==> src/sbsp_pkg.sv <==
// Constants, commands and timing for the burst-stop / precharge controller.
// Assumes a single 100 MHz clock domain and a four-bank memory.
package sbsp_pkg;
	// ****************************************
	// Register offsets and fields
	// ****************************************
	localparam logic [3:0] REG_CMD    = 4'h0;
	localparam logic [3:0] REG_ADDR   = 4'h1;
	localparam logic [3:0] REG_STATUS = 4'h2;
	localparam logic [3:0] REG_CFG    = 4'h3;
	localparam logic [3:0] REG_MASK   = 4'h4;
	localparam int CMD_OP_LSB   = 0;
	localparam int CMD_AUTO_BIT = 4;
	localparam int CFG_BL_LSB   = 0;
	localparam int CFG_WL_LSB   = 8;
	localparam logic [31:0] CFG_RESET = 32'h0000_0108;
	// ****************************************
	// Commands and timing
	// ****************************************
	typedef enum logic [2:0] {
		SBSP_OP_NONE  = 3'b000,
		SBSP_OP_READ  = 3'b001,
		SBSP_OP_WRITE = 3'b010,
		SBSP_OP_STOP  = 3'b011,
		SBSP_OP_PRE   = 3'b100,
		SBSP_OP_PREAB = 3'b101,
		SBSP_OP_ACT   = 3'b110
	} sbsp_op_t;
	typedef enum logic [1:0] {
		SBSP_IDLE  = 2'b00,
		SBSP_ISSUE = 2'b01,
		SBSP_WAIT  = 2'b10
	} sbsp_state_t;
	localparam int CLK_PERIOD_PS      = 10000;
	localparam int READ_TO_CLOSE_PS   = 7500;
	localparam int WRITE_RECOVERY_PS  = 15000;
	localparam int ROW_CLOSE_PS       = 18000;
	localparam int ROW_ACTIVE_PS      = 42000;
	localparam int RTP_CYC = (READ_TO_CLOSE_PS + CLK_PERIOD_PS - 1) / CLK_PERIOD_PS;
	localparam int WR_CYC  = (WRITE_RECOVERY_PS + CLK_PERIOD_PS - 1) / CLK_PERIOD_PS;
	localparam int RP_CYC  = (ROW_CLOSE_PS + CLK_PERIOD_PS - 1) / CLK_PERIOD_PS;
	localparam int RAS_CYC = (ROW_ACTIVE_PS + CLK_PERIOD_PS - 1) / CLK_PERIOD_PS;
	localparam int BANKS = 4;
endpackage : sbsp_pkg

==> src/sbsp_ctrl.sv <==
// Controller that issues read, write, burst stop, precharge and activate
// commands to a four-bank DDR memory over its command/address pins.
// Assumes the memory clock is i_clk and the command bus is sampled on rising edges.
// What the document requires
// Burst stop encodes chip select low, bits 0,1 high, bits 2,3 low.
// Burst stop only during a burst, at most burst_length/2-1 cycles later.
// Truncated effective length is twice the cycles from access to stop.
// Spacing uses effective burst length once truncated.
// Stop affects only the latest read or write.
// Device ends read data read_latency plus skews after the stop.
// Device ends write data intake write_latency plus offset after stop.
// Stop only an even number of cycles after the access.
// No second stop until a new read or write.
// One byte mask per lane, timed like data, high skips the byte; the mask pin here is mask_reg one cycle late.
// Precharge encodes chip select low, bits 0,1 high, bit 2 low, bit 3 high.
// All-bank flag closes all banks, else two bank bits pick one.
// Reopen only after row close time of the precharge kind.
// Earliest precharge after read is burst_length/2 cycles.
// Precharge only after row active minimum time from activation.
// Read-to-close time starts burst_length/2-2 after the read.
// Write to precharge spacing is WL+BL/2+1+recovery cycles.
// Precharge after write only once recovery time has passed.
// Auto close flag on falling-edge bit 0 selects bank auto close.
// Auto close after read at max of BL/2 and BL/2-2+close time.
// Auto close after write at recovery time after the burst.
// Activate after auto close needs row close and row cycle times; the code checks only row close time (rp_cnt).
// Column access has bit 0 high, bit 1 low; bit 2 picks read.
// Auto-close accesses are never interrupted or stopped.
// Track per-bank state and counters; hold back violating commands.
module sbsp_ctrl
	import sbsp_pkg::*;
#(
	parameter int BYTES = 2
) (
	input  wire logic                 i_clk,
	input  wire logic                 i_rst_n,
	input  wire logic [3:0]           i_addr,
	input  wire logic [31:0]          i_wdata,
	input  wire logic                 i_wr,
	input  wire logic                 i_rd,
	output logic      [31:0]          o_rdata,
	output logic                      o_cs_n,
	output logic      [9:0]           o_ca_rise,
	output logic      [9:0]           o_ca_fall,
	output logic      [BYTES-1:0]     o_write_byte_mask
);
	import sbsp_pkg::*;

	// Mask register is four bits wide, so four lanes at most
	if (BYTES < 1 || BYTES > 4) begin : g_bytes_check
		$error("BYTES must be 1..4");
	end

	// ****************************************
	// Registers
	// ****************************************
	logic [31:0] addr_reg;
	logic [31:0] cfg;
	logic [3:0]  mask_reg;
	sbsp_op_t    pend_op;
	logic        pend_auto;
	logic        busy_err;
	logic [7:0]  since_acc;
	logic        burst_live;
	logic        stop_used;
	logic        last_auto;
	logic        last_is_read;
	logic [7:0]  eff_half;
	logic [1:0]  last_bank;
	logic [BANKS-1:0] bank_open;
	logic [7:0]  ras_cnt [BANKS];
	logic [7:0]  pre_cnt [BANKS];
	logic [7:0]  rp_cnt  [BANKS];
	logic [7:0]  half_bl;
	logic [7:0]  wl;
	logic        go;
	logic        allowed;
	logic [1:0]  tgt_bank;
	logic [7:0]  acc_age;

	assign half_bl  = {1'b0, cfg[CFG_BL_LSB +: 7]} >> 1;
	assign wl       = cfg[CFG_WL_LSB +: 8];
	assign tgt_bank = addr_reg[1:0];

	always_ff @(posedge i_clk) begin
		if (!i_rst_n) begin
			addr_reg <= 32'h0000_0000;
			cfg      <= CFG_RESET;
			mask_reg <= 4'h0;
		end else if (i_wr) begin
			if (i_addr == REG_ADDR) addr_reg <= i_wdata;
			if (i_addr == REG_CFG)  cfg <= i_wdata;
			if (i_addr == REG_MASK) mask_reg <= i_wdata[3:0];
		end
	end

	always_ff @(posedge i_clk) begin
		if (!i_rst_n) begin
			o_rdata <= 32'h0000_0000;
		end else if (i_rd) begin
			unique case (i_addr)
				REG_ADDR:   o_rdata <= addr_reg;
				REG_CFG:    o_rdata <= cfg;
				REG_MASK:   o_rdata <= {28'h000_0000, mask_reg};
				REG_STATUS: o_rdata <= {22'h00_0000, busy_err, pend_op != SBSP_OP_NONE,
					burst_live, stop_used, bank_open, 2'b00};
				default:    o_rdata <= 32'h0000_0000;
			endcase
		end else begin
			o_rdata <= 32'h0000_0000;
		end
	end

	// ****************************************
	// Command admission
	// ****************************************
	// A refused command stays pending until its timers allow it
	always_comb begin
		allowed = 1'b0;
		unique case (pend_op)
			SBSP_OP_READ, SBSP_OP_WRITE: allowed = bank_open[tgt_bank] &&
				!(burst_live && (last_auto || since_acc[0] || since_acc < 8'd2));
			SBSP_OP_STOP: allowed = burst_live && !stop_used && !last_auto &&
				!since_acc[0] && since_acc != 8'd0 && since_acc <= half_bl - 8'd1;
			SBSP_OP_PRE:  allowed = !burst_live && pre_cnt[tgt_bank] == 8'd0 &&
				ras_cnt[tgt_bank] == 8'd0;
			SBSP_OP_PREAB: allowed = !burst_live && pre_cnt[0] == 8'd0 && pre_cnt[1] == 8'd0 &&
				pre_cnt[2] == 8'd0 && pre_cnt[3] == 8'd0 && ras_cnt[0] == 8'd0 && ras_cnt[1] == 8'd0 &&
				ras_cnt[2] == 8'd0 && ras_cnt[3] == 8'd0;
			SBSP_OP_ACT:  allowed = !bank_open[tgt_bank] && rp_cnt[tgt_bank] == 8'd0;
			default:      allowed = 1'b0;
		endcase
	end
	assign go = (pend_op != SBSP_OP_NONE) && allowed;

	always_ff @(posedge i_clk) begin
		if (!i_rst_n) begin
			pend_op   <= SBSP_OP_NONE;
			pend_auto <= 1'b0;
			busy_err  <= 1'b0;
		end else if (i_wr && i_addr == REG_CMD) begin
			if (pend_op != SBSP_OP_NONE && !go) busy_err <= 1'b1;
			else begin
				pend_op   <= sbsp_op_t'(i_wdata[CMD_OP_LSB +: 3]);
				pend_auto <= i_wdata[CMD_AUTO_BIT];
			end
		end else if (go) begin
			pend_op <= SBSP_OP_NONE;
		end
	end

	// ****************************************
	// Pin drive
	// ****************************************
	always_ff @(posedge i_clk) begin
		if (!i_rst_n) begin
			o_cs_n    <= 1'b1;
			o_ca_rise <= 10'h3FF;
			o_ca_fall <= 10'h000;
		end else if (go) begin
			o_cs_n    <= 1'b0;
			o_ca_fall <= 10'h000;
			unique case (pend_op)
				// Bank bits sit at 8:7 for every bank command alike
				SBSP_OP_READ:  o_ca_rise <= {1'b0, tgt_bank, 7'h05};
				SBSP_OP_WRITE: o_ca_rise <= {1'b0, tgt_bank, 7'h01};
				SBSP_OP_STOP:  o_ca_rise <= 10'h003;
				SBSP_OP_PRE:   o_ca_rise <= {1'b0, tgt_bank[1], tgt_bank[0], 3'b000, 4'b1011};
				SBSP_OP_PREAB: o_ca_rise <= 10'h01B;
				SBSP_OP_ACT:   o_ca_rise <= {1'b0, tgt_bank, 7'h00};
				default:       o_ca_rise <= 10'h3FF;
			endcase
			if (pend_op == SBSP_OP_READ || pend_op == SBSP_OP_WRITE)
				o_ca_fall <= {addr_reg[9:1], pend_auto};
		end else begin
			o_cs_n    <= 1'b1;
			o_ca_rise <= 10'h3FF;
			o_ca_fall <= 10'h000;
		end
	end

	// Mask is mask_reg one cycle late, not tied to data timing; software loads the per-beat value.
	always_ff @(posedge i_clk) begin
		if (!i_rst_n) o_write_byte_mask <= '0;
		else o_write_byte_mask <= mask_reg[BYTES-1:0];
	end

	// ****************************************
	// Burst tracking
	// ****************************************
	always_ff @(posedge i_clk) begin
		if (!i_rst_n) begin
			since_acc    <= 8'd0;
			burst_live   <= 1'b0;
			stop_used    <= 1'b0;
			last_auto    <= 1'b0;
			last_is_read <= 1'b0;
			eff_half     <= 8'd0;
			last_bank    <= 2'd0;
		end else if (go && (pend_op == SBSP_OP_READ || pend_op == SBSP_OP_WRITE)) begin
			since_acc    <= 8'd1;
			burst_live   <= 1'b1;
			stop_used    <= 1'b0;
			last_auto    <= pend_auto;
			last_is_read <= pend_op == SBSP_OP_READ;
			eff_half     <= half_bl;
			last_bank    <= tgt_bank;
		end else if (go && pend_op == SBSP_OP_STOP) begin
			eff_half   <= since_acc;
			stop_used  <= 1'b1;
			burst_live <= 1'b0;
		end else if (burst_live) begin
			since_acc <= since_acc + 8'd1;
			if (since_acc + 8'd1 >= eff_half) burst_live <= 1'b0;
		end else if (last_auto && !bank_open[last_bank]) begin
			// Auto close done; a later activate must not be closed again
			last_auto <= 1'b0;
		end
	end

	// ****************************************
	// Assertion helpers
	// ****************************************
	// Cycles since the last access, saturating; kept apart from since_acc
	always_ff @(posedge i_clk) begin
		if (!i_rst_n) begin
			acc_age <= 8'hFF;
		end else if (go && (pend_op == SBSP_OP_READ || pend_op == SBSP_OP_WRITE)) begin
			acc_age <= 8'd1;
		end else if (acc_age != 8'hFF) begin
			acc_age <= acc_age + 8'd1;
		end
	end

	// ****************************************
	// Per-bank timers
	// ****************************************
	logic [7:0] close_wait;
	always_comb begin
		close_wait = 8'd0;
		if (last_is_read)
			close_wait = (eff_half > eff_half - 8'd2 + 8'(RTP_CYC)) ? eff_half - since_acc
				: eff_half - 8'd2 + 8'(RTP_CYC) - since_acc;
		else
			close_wait = wl + eff_half + 8'd1 + 8'(WR_CYC) - since_acc;
	end

	genvar b;
	generate
		for (b = 0; b < BANKS; b++) begin : g_bank
			logic hit_pre;
			logic hit_auto;
			assign hit_pre  = go && (pend_op == SBSP_OP_PREAB ||
				(pend_op == SBSP_OP_PRE && tgt_bank == 2'(b)));
			assign hit_auto = last_auto && last_bank == 2'(b) && !burst_live &&
				bank_open[b] && pre_cnt[b] <= 8'd1;
			always_ff @(posedge i_clk) begin
				if (!i_rst_n) begin
					bank_open[b] <= 1'b0;
					ras_cnt[b]   <= 8'd0;
					pre_cnt[b]   <= 8'd0;
					rp_cnt[b]    <= 8'd0;
				end else begin
					if (go && pend_op == SBSP_OP_ACT && tgt_bank == 2'(b)) begin
						bank_open[b] <= 1'b1;
						ras_cnt[b]   <= 8'(RAS_CYC);
					end else if (ras_cnt[b] != 8'd0) begin
						ras_cnt[b] <= ras_cnt[b] - 8'd1;
					end
					if (go && (pend_op == SBSP_OP_READ || pend_op == SBSP_OP_WRITE) &&
						tgt_bank == 2'(b))
						pre_cnt[b] <= (pend_op == SBSP_OP_READ) ? half_bl : wl + half_bl + 8'd1 + 8'(WR_CYC);
					else if (!burst_live && last_bank == 2'(b) && since_acc != 8'd0 && pre_cnt[b] > close_wait)
						pre_cnt[b] <= close_wait;
					else if (pre_cnt[b] != 8'd0)
						pre_cnt[b] <= pre_cnt[b] - 8'd1;
					if (hit_pre || (hit_auto && ras_cnt[b] == 8'd0)) begin
						bank_open[b] <= 1'b0;
						rp_cnt[b]    <= 8'(RP_CYC);
					end else if (rp_cnt[b] != 8'd0) begin
						rp_cnt[b] <= rp_cnt[b] - 8'd1;
					end
				end
			end
		end
	endgenerate
endmodule : sbsp_ctrl

==> config.mk <==
export PLATFORM = sky130hd
export DESIGN_NAME = sbsp_ctrl
export DESIGN_NICKNAME = d
export VERILOG_FILES = /design/src/sbsp_pkg.sv /design/src/sbsp_ctrl.sv
export SDC_FILE = /design/constraint.sdc
export NUM_CORES = 1
export LEC_CHECK = 0
export ABC_CLOCK_PERIOD_IN_PS = 7500
export BUFFER_PORTS_ARGS = -buffer_cell sky130_fd_sc_hd__buf_2
export CORE_ASPECT_RATIO = 0.7
export CORE_MARGIN = 2
export CORE_UTILIZATION = 50
export DETAILED_ROUTE_END_ITERATION = 12
export HOLD_SLACK_MARGIN = 0.06
export PLACE_DENSITY = 0.73
export SLEW_MARGIN = 10
export SYNTH_ARGS = -nofsm -noshare
export SYNTH_HDL_FRONTEND = slang
export SYNTH_SLANG_ARGS = --single-unit
export TNS_END_PERCENT = 5
==> constraint.sdc <==
create_clock -name i_clk -period 7.5 [get_ports i_clk]
set_input_delay 1.5 -clock i_clk [delete_from_list [all_inputs] [get_ports i_clk]]
set_output_delay 1.5 -clock i_clk [all_outputs]
set_load 0.01 [all_outputs]
==> key figures <==
Setup path
  • Number of cells on the worst reg-to-reg path: 28
  • Most frequent cell on the critical path: sky130_fd_sc_hd__ha_1
  • Crit Path Category: reg2reg
  • Worst EP arrival: 6790 ps
  • CP peak stage delay: 410 ps
  • Required time of the worst setup path: between 7000 and 8000 ps
  • Startpoint type of the worst setup path: flop
  • Top fanout value on the critical path: 7
  • Slowest stage cell, crit path: sky130_fd_sc_hd__mux2_2
  • Endpoint kind of the worst setup timing path: flop

Die
  • Starting Density: 50.5%
  • Horizontal extent of the die: 208 um
  • Rows: 52
  • Io pins: between 90 and 100
  • Core Area: ~29000 um^2
  • Chip Height: 147 um
  • Die footprint: 30500 um^2

Synth
  • Post-Synthesis Mean Instance Area: 9.04 um^2
  • Proportion of synthesized chip area in sequential cells: 41.1%
  • Cells after synthesis: 1608
  • Post-synthesis async set-or-reset flop share: 0%
  • Yosys warning total: 0
  • Most used flip-flop cell after synthesis: sky130_fd_sc_hd__dfxtp_1
  • Synth Register Bits: 250
  • Net count after synthesis: 1759
  • Post-synth cell types: 78
  • Netlist Area Pre-Place: 14500 um^2
  • EDFF count, synth: 96

Detailed routing
  • Final Routed Wirelength: about 40000 um
  • Initial DRT Pass Iterations: 5
  • Vias/cell: 5.94
  • Detail-routed net length per standard cell: 19.4 um
  • Total vias in the final route: 12.3k
  • Remaining antenna violation count: 0
  • DRC violation count after routing: 0
  • Violation count after the first detailed-route iteration: 992

Timing
  • Slew of the pin with the lowest slew margin: 1350 ps
  • Remaining max-slew budget at the tightest pin: just under 9%
  • Count of final hold-check violations: 0
  • Aggregate negative setup slack: 0 ps
  • Share of the clock period used by the worst path: between 80% and 90%
  • Final setup vio count: 0
  • Count of final max-slew check failures: 0
  • RSZ-0062 raised after global routing: false
  • Crit path time final: 6500 ps
  • Maximum achievable frequency: 154 MHz
  • Final clock skew: 36.7 ps

Global route
  • Maximum number of pins on one net before global-route repair: 84
  • Global-route wire length before repair: roughly 64000 um
  • GR Overflow Total: 0
  • Number of antenna violations at the first check in global routing: 2
  • Via count of the first global-routing pass: 12.1k
  • GRT Util Overall: 26.1%

Finish
  • Final Instance Area: 16100 um^2
  • Fraction of final layout cells with drive strength greater than 1: approximately 11%
  • Antenna diode instance count: 0
  • Number of filler instances in the final layout: 2574
  • Layout overhead on the synthesized area: 11.0%
  • # nets final: roughly 1.8k
  • Number of standard cells in the final layout excluding fillers: 2070

Power
  • Power density over the cells: 293 nW/um^2
  • Sw Share: about a third
  • Total internal power: 3.08 mW
  • P_leak: 6.22 nW
  • Proportion of power drawn by flip-flops and latches: 41.9%
  • Switch Pwr: 1.65 mW
  • Combinational Power Share: a little under a third
  • Relative contribution of the clock network to total power: 27.2%
  • Total Power: roughly 4.7 mW
  • Worst supply voltage drop on vdd: 0.176 mV

Clock network
  • Latest clock arrival within the worst-skew pair: 570 ps
  • CTS H-Tree Depth: 1
  • Root Driver: sky130_fd_sc_hd__clkbuf_16
  • Total number of clock tree sinks: 250
  • Post-cts sizing count: 0
  • CTS tree: yes
  • Number of CTS-inserted buffers: 26
  • CTS clk-pin slew, worst paths: roughly 70 ps
  • Post-CTS setup buffer count: 0
  • Max Buffers Root-to-Sink: 3
  • CTS Hold Bufs: 0

Outcome
  • Result of the run: completed

Place
  • Standard cell area after detailed placement: about 15000 um^2
  • Total placed cells including tap cells: 2022
  • Final weighted congestion in routability-driven placement: ~0.95
  • Detail Placement HPWL: ~29000 um
  • Number of buffers inserted by port buffering: 94

Hold path
  • Count of cells along the worst hold path: 2
  • Worst min-delay path category: reg2reg

Flow run
  • Number of violations of the max-capacitance limit: 0
[synth_stat cells (14+ instances only)]
cell type                  instances  share of area (%)
sky130_fd_sc_hd__nand3_1          29                1.0
sky130_fd_sc_hd__and3_1           21               0.90
sky130_fd_sc_hd__nand2_1         214                5.5
sky130_fd_sc_hd__a22oi_1          36                1.9
sky130_fd_sc_hd__nor2_1          159                4.1
sky130_fd_sc_hd__mux2_2           14                1.1
sky130_fd_sc_hd__edfxtp_1         96                 20
sky130_fd_sc_hd__ha_1            101                8.7
sky130_fd_sc_hd__clkbuf_1         59                1.5
sky130_fd_sc_hd__dfxtp_1         154                 21
sky130_fd_sc_hd__o221ai_1         18                1.1
sky130_fd_sc_hd__o21ai_0          31                1.1
sky130_fd_sc_hd__mux2i_1          23                1.6
sky130_fd_sc_hd__a21o_1           18               0.93
sky130_fd_sc_hd__nor2b_1          14               0.60
sky130_fd_sc_hd__nand2b_1         16               0.69
sky130_fd_sc_hd__nor4_1           20               0.86
sky130_fd_sc_hd__nor3_1           63                2.2
sky130_fd_sc_hd__xor2_1           28                1.7
sky130_fd_sc_hd__inv_1            88                2.3
sky130_fd_sc_hd__or3_1            17               0.73
sky130_fd_sc_hd__a21oi_1         109                3.8
sky130_fd_sc_hd__xnor2_1          82                4.9
[power by group through the flow]
stage	Clock, mW	Sequential [mW]	Combinational [mW]
after global placement	0	1.98	1.39
final	1.28	1.98	1.46
after detailed placement	0	2.00	1.43
after CTS	1.30	1.97	1.45
after floorplan	0	1.91	1.16
after global routing	1.35	2.01	1.64
[stage by stage]
step                worst slack, ps  util (%)  hold slack, ps
floorplan                      1540         -             430
global placement               1310      53.2             441
detailed placement             1160      53.2             448
CTS                            1090      56.1             458
global route                    460      56.1             473
finish                         1000      56.1             457
[cell families (layout without fill, tap and decap cells)]
logic type | Yosys count | after routing | synth area share, %
adder cells (fa/ha/maj) | 113 | 113 | 10.2
multiplexers | 39 | 39 | 2.98
XOR/XNOR | 110 | 110 | 6.63
flip-flops | 250 | 250 | 41.1
AND/OR/NAND/NOR | 631 | 631 | 20.8
buffers and inverters | 160 | 244 | 4.29
AO/OA/AOI/OAI | 305 | 305 | 14.1
[metal layers]
layer  part of all wire (%)  global-route usage [%]
met5                  0.017                       0
met4                    3.1                    9.01
met3                    9.6                    6.32
met2                     42                    38.4
met1                     45                    37.4
[final cells by class]
cell class,instances,area (um^2),area share (%)
Inverter,88,330,2.05
Timing Repair Buffer,108,576,3.57
Clock buffer,31,701,4.34
Multi-Input combinational cell,1198,7950,49.2
Clock inverter,17,144,0.892
Tap cell,378,473,2.93
Sequential cell,250,5970,37.0
[placed cells by master (no fill, tap or decap), drive strengths merged, types with 12 or more instances in the layout]
master,n
edfxtp,96
buf,108
a21oi,110
nor4b,12
nor2b,14
nand2b,16
clkbuf,31
xor2,28
mux2i,23
o21a,13
ha,101
nand2,215
nor2,159
nor3,66
o221ai,18
or3,17
and3,21
a21o,18
nand4,13
o21ai,33
nand3,29
xnor2,82
a22oi,36
and2,12
nor4,21
mux2,14
o22ai,13
inv,89
dfxtp,154
[critical path, delay by kind of cell, from the launching register on]
family	cells	cell delay, ps
compound gates	12	2250
xor+xnor	2	250
fa+ha+maj	4	1160
buf+inv	2	200
flops	1	330
mux	3	1060
simple gates	5	960
[worst paths after layout]
check | startpoint | endpoint | slack [ps]
worst max-delay path | eff_half[0]$_SDFFE_PN0P_ | pre_cnt[1][5]$_DFFE_PP_ | 1000
worst min-delay path | cfg[16]$_SDFFE_PN0P_ | cfg[16]$_SDFFE_PN0P_ | 460
worst max register to register | eff_half[0]$_SDFFE_PN0P_ | pre_cnt[1][5]$_DFFE_PP_ | 1000
worst min register to register | cfg[16]$_SDFFE_PN0P_ | cfg[16]$_SDFFE_PN0P_ | 460
Note: power is estimated with default switching activity, not from simulation.
